[src/hw/srpp_pkg.sv]
package srpp_pkg;

  // Clocking: link clock is the system clock divided by LINK_DIV
  localparam int CLK_PERIOD_PS = 5000;
  localparam int LINK_DIV      = 4;
  localparam int LINK_HALF     = 2;
  localparam int PHASE_W       = 2;
  localparam int TICK_PS       = CLK_PERIOD_PS * LINK_DIV;

  // Geometry
  localparam int BANK_W                  = 2;
  localparam int ROW_W                   = 12;
  localparam int COL_W                   = 8;
  localparam int DATA_W                  = 32;
  localparam int REQ_ADDR_W              = BANK_W + ROW_W + COL_W;
  localparam int AUTO_PRECHARGE_ADDR_BIT = 10;

  // Device times, in their own units
  localparam int ACT_TO_ACCESS_TIME_NS   = 20;
  localparam int WRITE_RECOVERY_TIME_NS  = 15;
  localparam int PRECHARGE_TIME_NS       = 20;
  localparam int REFRESH_CYCLE_TIME_NS   = 70;
  localparam int ROW_ACTIVE_TIME_NS      = 45;
  localparam int SELF_REFRESH_EXIT_CLKS  = 2;
  localparam int CLK_STABLE_CLKS         = 4;
  localparam int READ_LATENCY            = 2;
  localparam int REFRESH_PERIOD_MS       = 64;
  localparam int REFRESH_ROWS            = 4096;

  localparam int CNT_W = 16;

  // Least time in link ticks, rounded up, never below one
  function automatic int ticks_ceil(input int t_ps);
    int n;
    n = (t_ps + TICK_PS - 1) / TICK_PS;
    return (n < 1) ? 1 : n;
  endfunction

  localparam int RCD_TICKS = ticks_ceil(ACT_TO_ACCESS_TIME_NS * 1000);
  localparam int WR_TICKS  = ticks_ceil(WRITE_RECOVERY_TIME_NS * 1000);
  localparam int RP_TICKS  = ticks_ceil(PRECHARGE_TIME_NS * 1000);
  localparam int RFC_TICKS = ticks_ceil(REFRESH_CYCLE_TIME_NS * 1000);
  localparam int RAS_TICKS = ticks_ceil(ROW_ACTIVE_TIME_NS * 1000);

  // Longest spacing between refreshes, rounded down
  localparam int REF_INTERVAL_NS    = REFRESH_PERIOD_MS * 1000000 / REFRESH_ROWS;
  localparam int REF_INTERVAL_TICKS = REF_INTERVAL_NS * 1000 / TICK_PS;

  localparam logic [CNT_W-1:0] RCD_LOAD   = CNT_W'(RCD_TICKS - 1);
  localparam logic [CNT_W-1:0] WRP_LOAD   = CNT_W'(WR_TICKS + RP_TICKS - 1);
  localparam logic [CNT_W-1:0] RP_LOAD    = CNT_W'(RP_TICKS - 1);
  localparam logic [CNT_W-1:0] RFC_LOAD   = CNT_W'(RFC_TICKS - 1);
  localparam logic [CNT_W-1:0] RAS_LOAD   = CNT_W'(RAS_TICKS - 1);
  localparam logic [CNT_W-1:0] XSR_LOAD   = CNT_W'(SELF_REFRESH_EXIT_CLKS - 1);
  localparam logic [CNT_W-1:0] STAB_LOAD  = CNT_W'(CLK_STABLE_CLKS - 1);
  localparam logic [CNT_W-1:0] RDLAT_LOAD = CNT_W'(READ_LATENCY + 1);

  // Commands as {cs_n, ras_n, cas_n, we_n}
  localparam logic [3:0] CMD_INHIBIT   = 4'hf;
  localparam logic [3:0] CMD_NOP       = 4'h7;
  localparam logic [3:0] CMD_ACTIVE    = 4'h3;
  localparam logic [3:0] CMD_READ      = 4'h5;
  localparam logic [3:0] CMD_WRITE     = 4'h4;
  localparam logic [3:0] CMD_PRECHARGE = 4'h2;
  localparam logic [3:0] CMD_REFRESH   = 4'h1;

endpackage

[src/hw/srpp_stream_if.sv]
`timescale 1ns/100ps
`default_nettype none

interface srpp_stream_if #(
  parameter int WIDTH = 32
);
  logic             valid;
  logic             ready;
  logic [WIDTH-1:0] data;

  modport sink   (input valid, input data, output ready);
  modport source (output valid, output data, input ready);
endinterface

`default_nettype wire

[src/hw/srpp_buf.sv]
`timescale 1ns/100ps
`default_nettype none

// Two-entry buffer; the head entry always drives the output
module srpp_buf #(
  parameter int WIDTH = 32
) (
  input  wire logic      clk,
  input  wire logic      resetn,
  srpp_stream_if.sink    fill,
  srpp_stream_if.source  drain
);

  logic [WIDTH-1:0] head;
  logic [WIDTH-1:0] tail;
  logic             head_v;
  logic             tail_v;
  logic [WIDTH-1:0] next_head;
  logic [WIDTH-1:0] next_tail;
  logic             next_head_v;
  logic             next_tail_v;
  logic             push;
  logic             pop;

  assign fill.ready  = ~tail_v;
  assign drain.valid = head_v;
  assign drain.data  = head;

  always_comb begin
    push        = fill.valid & ~tail_v;
    pop         = head_v & drain.ready;
    next_head   = head;
    next_tail   = tail;
    next_head_v = head_v;
    next_tail_v = tail_v;
    if (pop) begin
      if (tail_v) begin
        next_head   = tail;
        next_tail   = fill.data;
        next_tail_v = push;
      end else begin
        next_head   = fill.data;
        next_head_v = push;
      end
    end else if (push) begin
      if (!head_v) begin
        next_head   = fill.data;
        next_head_v = 1'b1;
      end else begin
        next_tail   = fill.data;
        next_tail_v = 1'b1;
      end
    end
  end

  always_ff @(posedge clk or negedge resetn) begin
    if (!resetn) begin
      head   <= '0;
      tail   <= '0;
      head_v <= 1'b0;
      tail_v <= 1'b0;
    end else begin
      head   <= next_head;
      tail   <= next_tail;
      head_v <= next_head_v;
      tail_v <= next_tail_v;
    end
  end

endmodule // srpp_buf

`default_nettype wire

[src/hw/srpp_ctrl.sv]
`timescale 1ns/100ps
`default_nettype none

module srpp_ctrl #(
  parameter int REF_INTERVAL = srpp_pkg::REF_INTERVAL_TICKS
) (
  input  wire logic                            clk,
  input  wire logic                            resetn,
  input  wire logic                            req_valid,
  input  wire logic                            req_write,
  input  wire logic [srpp_pkg::REQ_ADDR_W-1:0] req_addr,
  input  wire logic [srpp_pkg::DATA_W-1:0]     req_wdata,
  output logic                                 req_ready,
  output logic [srpp_pkg::DATA_W-1:0]          rd_data,
  output logic                                 rd_valid,
  input  wire logic                            rd_ready,
  input  wire logic                            pd_req,
  input  wire logic                            sr_req,
  output logic                                 pd_active,
  output logic                                 sr_active,
  output logic                                 sdram_clk,
  output logic                                 sdram_cke,
  output logic                                 sdram_cs_n,
  output logic                                 sdram_ras_n,
  output logic                                 sdram_cas_n,
  output logic                                 sdram_we_n,
  output logic [srpp_pkg::BANK_W-1:0]          sdram_ba,
  output logic [srpp_pkg::ROW_W-1:0]           sdram_addr,
  input  wire logic [srpp_pkg::DATA_W-1:0]     sdram_dq_in,
  output logic [srpp_pkg::DATA_W-1:0]          sdram_dq_out,
  output logic                                 sdram_dq_oe
);

  typedef enum logic [3:0] {
    ST_IDLE, ST_ACT_WAIT, ST_RD_WAIT, ST_WR_WAIT, ST_PRE_WAIT,
    ST_REF_WAIT, ST_PD, ST_SR_HOLD, ST_SR_CLK, ST_SR_EXIT
  } srpp_state_e;

  localparam logic [srpp_pkg::PHASE_W-1:0] PH_LAST = srpp_pkg::PHASE_W'(srpp_pkg::LINK_DIV - 1);
  localparam logic [srpp_pkg::PHASE_W-1:0] PH_HALF = srpp_pkg::PHASE_W'(srpp_pkg::LINK_HALF);
  localparam logic [srpp_pkg::CNT_W-1:0]   REF_LAST = srpp_pkg::CNT_W'(REF_INTERVAL - 1);

  srpp_state_e                    state;
  srpp_state_e                    next_state;
  logic [srpp_pkg::PHASE_W-1:0]   phase;
  logic [srpp_pkg::PHASE_W-1:0]   next_phase;
  logic [srpp_pkg::CNT_W-1:0]     cnt;
  logic [srpp_pkg::CNT_W-1:0]     next_cnt;
  logic [srpp_pkg::CNT_W-1:0]     ref_cnt;
  logic [srpp_pkg::CNT_W-1:0]     next_ref_cnt;
  logic                           ref_due;
  logic                           next_ref_due;
  logic                           for_sr;
  logic                           next_for_sr;
  logic                           clk_run;
  logic                           next_clk_run;
  logic                           next_sdram_clk;
  logic                           next_cke;
  logic [3:0]                     cmd;
  logic [3:0]                     next_cmd;
  logic [srpp_pkg::BANK_W-1:0]    next_ba;
  logic [srpp_pkg::ROW_W-1:0]     next_addr;
  logic [srpp_pkg::COL_W-1:0]     col;
  logic [srpp_pkg::COL_W-1:0]     next_col;
  logic                           is_write;
  logic                           next_is_write;
  logic [srpp_pkg::DATA_W-1:0]    wdata;
  logic [srpp_pkg::DATA_W-1:0]    next_wdata;
  logic [srpp_pkg::DATA_W-1:0]    next_dq_out;
  logic                           next_dq_oe;
  logic                           next_req_ready;
  logic                           next_pd_active;
  logic                           next_sr_active;
  logic [srpp_pkg::DATA_W-1:0]    dq_q1;
  logic [srpp_pkg::DATA_W-1:0]    dq_q2;
  logic                           tick;
  logic                           accept;
  logic                           cap;
  logic                           ref_set;
  logic                           ref_clr;
  logic                           buf_in_ready;

  srpp_stream_if #(.WIDTH(srpp_pkg::DATA_W)) fill_if ();
  srpp_stream_if #(.WIDTH(srpp_pkg::DATA_W)) drain_if ();

  assign fill_if.valid  = cap;
  assign fill_if.data   = dq_q2;
  assign buf_in_ready   = fill_if.ready;
  assign drain_if.ready = rd_ready;
  assign rd_valid       = drain_if.valid;
  assign rd_data        = drain_if.data;

  srpp_buf #(.WIDTH(srpp_pkg::DATA_W)) u_rd_buf (
    .clk    (clk),
    .resetn (resetn),
    .fill   (fill_if),
    .drain  (drain_if)
  );

  assign sdram_cs_n  = cmd[3];
  assign sdram_ras_n = cmd[2];
  assign sdram_cas_n = cmd[1];
  assign sdram_we_n  = cmd[0];

  // Commands change at tick, one system clock (a quarter link period) before the rising edge
  assign tick   = (phase == '0);
  assign accept = tick & req_ready & req_valid;

  always_comb begin
    next_phase     = (phase == PH_LAST) ? '0 : phase + 1'b1;
    next_state     = state;
    next_cnt       = cnt;
    next_ref_cnt   = ref_cnt;
    next_for_sr    = for_sr;
    next_clk_run   = clk_run;
    next_cke       = sdram_cke;
    next_cmd       = cmd;
    next_ba        = sdram_ba;
    next_addr      = sdram_addr;
    next_col       = col;
    next_is_write  = is_write;
    next_wdata     = wdata;
    next_dq_out    = sdram_dq_out;
    next_dq_oe     = sdram_dq_oe;
    next_sr_active = sr_active;
    next_pd_active = pd_active;
    cap            = 1'b0;
    ref_set        = 1'b0;
    ref_clr        = 1'b0;
    if (tick) begin
      if (ref_cnt >= REF_LAST) begin
        next_ref_cnt = '0;
        ref_set      = 1'b1;
      end else begin
        next_ref_cnt = ref_cnt + 1'b1;
      end
    end
    if (tick) begin
      next_cmd   = srpp_pkg::CMD_NOP;
      next_dq_oe = 1'b0;
      if (cnt != '0) begin
        next_cnt = cnt - 1'b1;
      end
      unique case (state)
        ST_IDLE: begin
          if (accept) begin
            next_cmd      = srpp_pkg::CMD_ACTIVE;
            next_ba       = req_addr[srpp_pkg::REQ_ADDR_W-1 -: srpp_pkg::BANK_W];
            next_addr     = req_addr[srpp_pkg::COL_W +: srpp_pkg::ROW_W];
            next_col      = req_addr[srpp_pkg::COL_W-1:0];
            next_is_write = req_write;
            next_wdata    = req_wdata;
            next_cnt      = srpp_pkg::RCD_LOAD;
            next_state    = ST_ACT_WAIT;
          end else if (ref_due || sr_req) begin
            next_cmd    = srpp_pkg::CMD_PRECHARGE;
            next_addr   = '0;
            next_addr[srpp_pkg::AUTO_PRECHARGE_ADDR_BIT] = 1'b1;
            next_for_sr = ~ref_due;
            next_cnt    = srpp_pkg::RP_LOAD;
            next_state  = ST_PRE_WAIT;
          end else if (pd_req) begin
            // NOP with enable low, banks idle
            next_cke       = 1'b0;
            next_pd_active = 1'b1;
            next_state     = ST_PD;
          end
        end
        ST_ACT_WAIT: begin
          if (cnt == '0) begin
            next_addr = '0;
            next_addr[srpp_pkg::COL_W-1:0] = col;
            next_addr[srpp_pkg::AUTO_PRECHARGE_ADDR_BIT] = 1'b1;
            if (is_write) begin
              next_cmd    = srpp_pkg::CMD_WRITE;
              next_dq_out = wdata;
              next_dq_oe  = 1'b1;
              next_cnt    = srpp_pkg::WRP_LOAD;
              next_state  = ST_WR_WAIT;
            end else begin
              next_cmd   = srpp_pkg::CMD_READ;
              next_cnt   = srpp_pkg::RDLAT_LOAD;
              next_state = ST_RD_WAIT;
            end
          end
        end
        ST_RD_WAIT: begin
        end
        ST_WR_WAIT: begin
          if (cnt == '0) begin
            next_state = ST_IDLE;
          end
        end
        ST_PRE_WAIT: begin
          if (cnt == '0) begin
            next_cmd = srpp_pkg::CMD_REFRESH;
            ref_clr  = ~for_sr;
            if (for_sr) begin
              // refresh with enable low enters self refresh
              next_cke       = 1'b0;
              next_sr_active = 1'b1;
              next_cnt       = srpp_pkg::RAS_LOAD;
              next_state     = ST_SR_HOLD;
            end else begin
              next_cnt   = srpp_pkg::RFC_LOAD;
              next_state = ST_REF_WAIT;
            end
          end
        end
        ST_REF_WAIT: begin
          if (cnt == '0) begin
            next_state = ST_IDLE;
          end
        end
        ST_PD: begin
          // NOP with enable high ends power-down
          if (ref_due || !pd_req) begin
            next_cke       = 1'b1;
            next_pd_active = 1'b0;
            next_state     = ST_IDLE;
          end
        end
        ST_SR_HOLD: begin
          // link clock stopped, held at least row active time
          next_clk_run = 1'b0;
          if (cnt == '0 && !sr_req) begin
            next_clk_run = 1'b1;
            next_cnt     = srpp_pkg::STAB_LOAD;
            next_state   = ST_SR_CLK;
          end
        end
        ST_SR_CLK: begin
          // clock runs stable before enable rises
          if (cnt == '0) begin
            next_cke   = 1'b1;
            next_cnt   = srpp_pkg::XSR_LOAD;
            next_state = ST_SR_EXIT;
          end
        end
        ST_SR_EXIT: begin
          if (cnt == '0) begin
            next_sr_active = 1'b0;
            next_state     = ST_IDLE;
          end
        end
      endcase
    end
    if (state == ST_RD_WAIT && cnt == '0 && phase == PH_HALF) begin
      cap        = 1'b1;
      next_state = ST_IDLE;
    end
    if (tick && state == ST_SR_EXIT && cnt == '0) begin
      next_ref_cnt = '0;
      ref_clr      = 1'b1;
      ref_set      = 1'b0;
    end
    // New due wins over a clear in the same cycle
    next_ref_due   = ref_set | (ref_due & ~ref_clr);
    // no new access while refresh is due
    next_req_ready = (phase == PH_LAST) && (state == ST_IDLE) && !ref_due && !sr_req &&
                     !pd_req && buf_in_ready;
    next_sdram_clk = next_clk_run && (next_phase >= PH_HALF);
  end

  always_ff @(posedge clk or negedge resetn) begin
    if (!resetn) begin
      dq_q1 <= '0;
      dq_q2 <= '0;
    end else begin
      dq_q1 <= sdram_dq_in;
      dq_q2 <= dq_q1;
    end
  end

  always_ff @(posedge clk or negedge resetn) begin
    if (!resetn) begin
      state        <= ST_IDLE;
      phase        <= '0;
      cnt          <= '0;
      ref_cnt      <= '0;
      ref_due      <= 1'b0;
      for_sr       <= 1'b0;
      clk_run      <= 1'b1;
      sdram_clk    <= 1'b0;
      sdram_cke    <= 1'b1;
      cmd          <= srpp_pkg::CMD_INHIBIT;
      sdram_ba     <= '0;
      sdram_addr   <= '0;
      col          <= '0;
      is_write     <= 1'b0;
      wdata        <= '0;
      sdram_dq_out <= '0;
      sdram_dq_oe  <= 1'b0;
      req_ready    <= 1'b0;
      pd_active    <= 1'b0;
      sr_active    <= 1'b0;
    end else begin
      state        <= next_state;
      phase        <= next_phase;
      cnt          <= next_cnt;
      ref_cnt      <= next_ref_cnt;
      ref_due      <= next_ref_due;
      for_sr       <= next_for_sr;
      clk_run      <= next_clk_run;
      sdram_clk    <= next_sdram_clk;
      sdram_cke    <= next_cke;
      cmd          <= next_cmd;
      sdram_ba     <= next_ba;
      sdram_addr   <= next_addr;
      col          <= next_col;
      is_write     <= next_is_write;
      wdata        <= next_wdata;
      sdram_dq_out <= next_dq_out;
      sdram_dq_oe  <= next_dq_oe;
      req_ready    <= next_req_ready;
      pd_active    <= next_pd_active;
      sr_active    <= next_sr_active;
    end
  end

endmodule // srpp_ctrl

`default_nettype wire

[config.mk]
export PLATFORM = sky130hd
export DESIGN_NAME = srpp_ctrl
export DESIGN_NICKNAME = d
export VERILOG_FILES = /design/src/hw/srpp_pkg.sv /design/src/hw/srpp_stream_if.sv /design/src/hw/srpp_buf.sv /design/src/hw/srpp_ctrl.sv
export SDC_FILE = /design/constraint.sdc
export NUM_CORES = 1
export LEC_CHECK = 0
export ABC_AREA = 0
export BUFFER_PORTS_ARGS = -buffer_cell sky130_fd_sc_hd__buf_2
export CORE_UTILIZATION = 50
export DETAILED_ROUTE_END_ITERATION = 10
export GPL_ROUTABILITY_DRIVEN = 0
export GPL_TIMING_DRIVEN = 0
export PLACE_DENSITY_LB_ADDON = 0.15
export REMOVE_ABC_BUFFERS = 1
export SKIP_LAST_GASP = 1
export SLEW_MARGIN = 20
export SYNTH_ARGS = -nofsm -noshare
export SYNTH_HDL_FRONTEND = slang
export SYNTH_SLANG_ARGS = --single-unit
[constraint.sdc]
create_clock -name clk -period 4.1 [get_ports clk]
set_clock_uncertainty 0.15 [all_clocks]
set_input_delay 0.41 -clock clk [delete_from_list [all_inputs] [get_ports clk]]
set_output_delay 0.41 -clock clk [all_outputs]
set_load 0.01 [all_outputs]
# [After elaboration in Yosys (flattened, before gate mapping)]
# Index checks and enable logic that the tools add are counted.
# Widths: inputs -> output; s select.
[totals] register_bits=268 latchBits=0 ramBits=0 romBits=0 inputBits=93 out_inout_bits=89 wordCells=199 n_memories=0
[classes] n_addsub=3 n_mul=0 n_div=0 magnitude_cmp=2 eq_ne=31 shifts=0 muxes=84 n_bitwise=11 reduce_logical=42
[op_table] cell="$mux 32" count=8
[op_table] cell="$mux 16" count=10
[op_table] cell="$pmux 16 s5" count=1
[op_table] cell="$mux 4" count=11
[op_table] cell="$mux 1" count=38
[op_table] cell="$mux 12" count=3
[op_table] cell="$pmux 4 s7" count=1
[op_table] cell="$pmux 12 s2" count=1
[op_table] cell="$ne 2x2->1 const B" count=11
[op_table] cell="$ne 3x3->1 const B" count=6
[op_table] cell="$reduce_and 9->1" count=2
[op_table] cell="$add 16x1->16 const B" count=1
[op_table] cell="$eq 4x3->1 const B" count=4
[op_table] cell="$ge 16x10->1 const B" count=1
[op_table] cell="$logic_not 16->1" count=1
[op_table] cell="$reduce_bool 16->1" count=1
[op_table] cell="$sub 16x1->16 const B" count=1
[op_table] cell="$reduce_bool 2->1" count=7
[op_table] cell="$reduce_and 4->1" count=3
[op_table] cell="$logic_and 1x1->1" count=11
[op_table] cell="$mux 3" count=3
[op_table] cell="$pmux 3 s3" count=1
[op_table] cell="$eq 4x2->1 const B" count=2
[op_table] cell="$eq 4x4->1 const B" count=2
[op_table] cell="24 further kinds" count=43

# [Logic depth before layout (Yosys ltp)]
[depth] ltp_word=8 ltp_mapped=11 ltp_nobuf=9

# [Modules after synthesis]
# From an unflattened synthesis, not the netlist that was laid out.
[unflattened] hier_cells=980 hier_area_um2=11723.7
[modules_own_cells] module="srpp_ctrl" instances=1 cells_per_inst=635 area_each_um2=8149.1 seq_area_each_um2=5062.4
[modules_own_cells] module="srpp_buf" instances=1 cells_per_inst=345 area_each_um2=3574.7 seq_area_each_um2=1651.6

# [Least setup slack after synthesis]
# No wires, ideal clock.
[synth_timing] path_kind="reg2reg" start="register cnt[4] (netlist name)" end="register state[0]" setup_ns=0.125 arrival_ns=2.682 t_required_ns=3.825 path_slack_ns=1.144 path_stages_with_launch=9 n_path_buf=2 synth_period_minus_slack_ns=2.956 path_cell_list="dfrtp_1 > or4_1 > buf_2 > nor4_4 > inv_2 > buf_6 > a221oi_1 > and2_1 > mux2_2"
[synth_via] elab_chain_len=5 elab_cells_between_ends=15 classes_between="eq/ne (7); mux (1); reduce/logical (7)"
[synth_rtl] item="start, declared" line="srpp_ctrl.sv:47" source="logic [srpp_pkg::CNT_W-1:0] cnt;"
[synth_rtl] item="start signal, assigned" line="srpp_ctrl.sv:300" source="cnt <= next_cnt;"
[synth_rtl] item="$logic_not 16->1 *"
[synth_rtl] item="$logic_and 1x1->1 (2 in a row)" line="srpp_ctrl.sv:248" source="if (state == ST_RD_WAIT && cnt == '0 && phase == PH_HALF) begin"
[synth_rtl] item="$ne 5x5->1 (no source line) (tied with other cells)"
[synth_rtl] item="$reduce_and 9->1 (no source line)"
[synth_rtl] item="end signal, assigned" line="srpp_ctrl.sv:298" source="state <= next_state;"
[synth_rtl] item="end, declared" line="srpp_ctrl.sv:43" source="srpp_state_e state;"
# Every way passes the cells marked *; elsewhere a longest branch is shown, timed or not.
# A chain may end at the register's enable or synchronous reset.

# [Worst setup path in the final report]
[layout_timing] start="register cnt[7] (netlist name)" end="register u_rd_buf.head[31] (netlist: u_rd_buf.drain.data[31])"
[layout_via] elab_chain_len=7
[layout_rtl] item="$logic_not 16->1" line="srpp_ctrl.sv:248"
[layout_rtl] item="$logic_and 1x1->1 (2 in a row)" line="srpp_ctrl.sv:248"
[layout_rtl] item="$mux 1" line="srpp_ctrl.sv:248"
[layout_rtl] item="$and 1x1->1" line="srpp_buf.sv:30" source="push = fill.valid & ~tail_v;"
[layout_rtl] item="$reduce_bool 2->1 (no source line)"
[layout_rtl] item="$reduce_and 2->1 (no source line)"
[layout_rtl] item="end signal, assigned" line="srpp_buf.sv:63" source="head <= next_head;"
[layout_rtl] item="end, declared" line="srpp_buf.sv:14" source="logic [WIDTH-1:0] head;"
# Every way passes these cells.

==> impl_results.md <==
* Status: finished, final reports clean
* Seq/Total Area, Yosys at slightly above 60%
* Cells after Synth at 813
* Cell Area, Placed at 0.0121 mm^2
* Initial antenna violation count at 0
* Ys flop type: dfrtp_1
* Setup crit start kind: register
* Area Growth Syn to Fin at 28.6%
* Initial DRT Pass Iterations at 5
* Complex-gate fraction of the synthesized area at 8.91%
* GRT overflow at 0
* Xor and xnor area share after synthesis at under 10%
* Critical Path RT at 4.40 ns
* Core box area at 0.0211 mm^2
* Via Count at ~7300
* Commonest non-fill, non-tap cell in the layout: dfrtp_1
* Seq pwr share at 46.4%
* Clk root buf: clkbuf_16
* Top cells by area, synth: dfrtp_1 61%, mux2_2 12%, mux2i_1 3.2%
* Clock transition at path regs at 0.06 ns
* CTS Hold Bufs at 76
* Die Y at 149 um
* Input/output buffers at 181
* Global router's overall resource usage at between 20% and 30%
* Worst Hold Class: input pin to register
* Total wire length at 22.5 mm
* Comb pwr share at about an eighth
* Top Ports at 182
* Overall power at 6.46 mW
* Final ANT Viol Nets at 0
* RSZ-0062 raised after global routing: false
* First DRT Iteration DRCs at 328
* Switching share of power at around 26%
* Final period util at 89.9%
* Footprint of the multi-input gates at 0.00382 mm^2
* Commonest non-fill, non-tap cells in the layout: 262 x dfrtp_1, 180 x buf_2, 116 x mux2_2, 78 x nor2_1, 76 x dlygate4sd3_1
* Synth area leader: dfrtp_1
* Number of global-route vias before repair at about 7500
* Simple-gate share of the synthesized area at between 8 and 9%
* Share of the synthesized area in the top cell type at between 60% and 70%
* Final core occ at 65.8%
* Hold Fails Final Rpt at 0
* Num CTS Buffers at 29
* Final Net Count at 1171
* Inserted Diodes at 0
* Wire per inst at 16.5 um
* DIE AREA at about 0.022 mm^2
* Synth Warn # at 0
* WHS at 0.0310 ns
* Net Switching at 1.66 mW
* Fillers at 1612
* Adder-cell area share of the yosys netlist at less than 1%
* CTS H-tree depth at 1
* Max-Cap Viols at 0
* Cell Int Power at 4.80 mW
* Post-synth design cell area at 0.0108 mm^2
* Post-route design area at roughly 0.014 mm^2
* FFs w/ async S/R, synth at 100%
* CP Class: register to register
* Storage cell area at 0.00671 mm^2
* FMAX at 271 MHz
* Largest family of logic cells by synthesized area: multiplexers
* Worst-case clock buffer depth at 3
* Setup bufs post-CTS at 0
* Synth Register Bits at 268
* Pre-CTS setup slack at 0.401 ns
* CTS sink cnt at 268
* Final Max Slew Viols at 0
* Drt drc at 0
* Largest net degree at the start of global routing at 100
* Final setup fails at 0
* Tmin final at 3.69 ns
* Pwr/cell area at 465 mW/mm^2
* Peak VDD IR at 0.000303 V
* First-pass GRT wire length at 38.0 mm
* Chip width at 149 um
* Layout cells sized above 1 at 37.4%
* Worst setup EP type: register
* CTS resizes at 0
* Post-synth EDFFs at 0
* Worst-margin pin slew at 1.03 ns
* DP Wirelength at 14.5 mm
* Arrival @ worst endpoint at between 3 and 4 ns
* CTS tree: done
* Crit Path Max Fanout at 20
* Post-synthesis mux area share at between 10% and 20%
* Library cells used by synthesis at between 60 and 70
* Initial core utilization at 51.2%
* Vias per cell at approximately 5.3
* Worst skew pair latency at 0.54 ns
* Fin worst setup slack at 0.413 ns
* Worst slew margin at 31.3%
* Row count at 53
* Leakage Power at a little over 7 nW
* Mean Syn Cell Area at roughly 13 um^2
* Clock network fraction of total power at 41.3%
==> critical path, stage by stage, from the launching register on <==
cell,delay (ns)
dfrtp_1,0.43
or4_1,0.67
nor4_4,0.61
inv_2,0.33
o41ai_4,0.61
buf_4,0.30
buf_8,0.17
buf_6,0.15
nor2_1,0.05
a21oi_1,0.12
==> stage by stage <==
stage	cells	TNS (ns)
after floorplan	768	-20.31
after global routing	1368	0
after CTS	1368	0
after global placement	1224	-778.41
after detailed placement	1239	0
final	1368	0
==> power groups by stage <==
| stage | Clock (mW) | Combinational (mW) | Sequential, mW |
|---|---|---|---|
| after floorplan | 0 | 0.496 | 2.99 |
| after global placement | 0 | 0.722 | 3.03 |
| after detailed placement | 0 | 0.740 | 3.03 |
| after CTS | 2.74 | 0.802 | 2.99 |
| after global routing | 2.84 | 0.905 | 3.02 |
| final | 2.66 | 0.799 | 2.99 |
==> sequential cells by signal (all words and copies together) (netlist names), 4 cells and up <==
signal and flops:
dq_q1 32, cmd 4, sdram_addr 12, sdram_dq_out 32, state 4, u_rd_buf.tail 32, ref_cnt 16, wdata 32
col 8, dq_q2 32, u_rd_buf.drain.data 32, cnt 16
==> Yosys cell counts (4+ instances only) <==
| cell type | instances |
|---|---|
| nor3_1 | 9 |
| nand3_1 | 11 |
| buf_6 | 7 |
| a21oi_2 | 28 |
| or4_1 | 5 |
| nand2_1 | 19 |
| mux2_2 | 116 |
| a22o_1 | 10 |
| clkbuf_1 | 31 |
| inv_1 | 14 |
| o21ai_0 | 16 |
| ha_1 | 7 |
| o2bb2ai_1 | 4 |
| mux2i_1 | 34 |
| dfstp_2 | 6 |
| and3_1 | 7 |
| nand4b_1 | 7 |
| a41oi_1 | 4 |
| nor3b_1 | 4 |
| dfrtp_1 | 262 |
| and2_1 | 4 |
| nor4_1 | 5 |
| nor2_1 | 79 |
| buf_2 | 4 |
| a21oi_1 | 20 |
| nor2b_1 | 8 |
| xor2_1 | 14 |
| nand4_1 | 8 |
| a31oi_1 | 18 |
==> path summary, 6_finish.rpt <==
kind	from	end	slack, ns	cells after the start
min reg2reg	dq_q1[4]	dq_q2[4]	0.20	0
max	cnt[7]	u_rd_buf.drain.data[31]	0.41	9
min in group asynchronous	resetn	u_rd_buf.tail[7]	0.35	2
max in group asynchronous	resetn	cmd[3]	2.53	3
min	req_addr[18]	sdram_addr[10]	0.03	3
max reg2reg	cnt[7]	u_rd_buf.drain.data[31]	0.41	9
==> layer usage <==
metal	track usage [%]	vias up	part of all wire [%]
met3	5.47	28	6.9
li1	-	3425	-
met4	5.26	0	1.6
met1	28.4	3600	45
met5	0	-	0
met2	34.4	198	47
==> layout make-up <==
class / instances / area share, %
Clock buffer: 44 / 6.29
Timing Repair Buffer: 272 / 13.9
Inverter: 15 / 0.406
Tap cell: 275 / 2.48
Multi-Input combinational cell: 485 / 27.6
Sequential cell: 268 / 48.4
Clock inverter: 9 / 0.938
==> cell families after synthesis <==
logic type | Yosys count
mux | 150
flops | 268
simple gates | 182
xor+xnor | 17
buf+inv | 60
fa+ha+maj | 7
compound gates | 129
No activity file was read; power rests on OpenSTA's default activity.
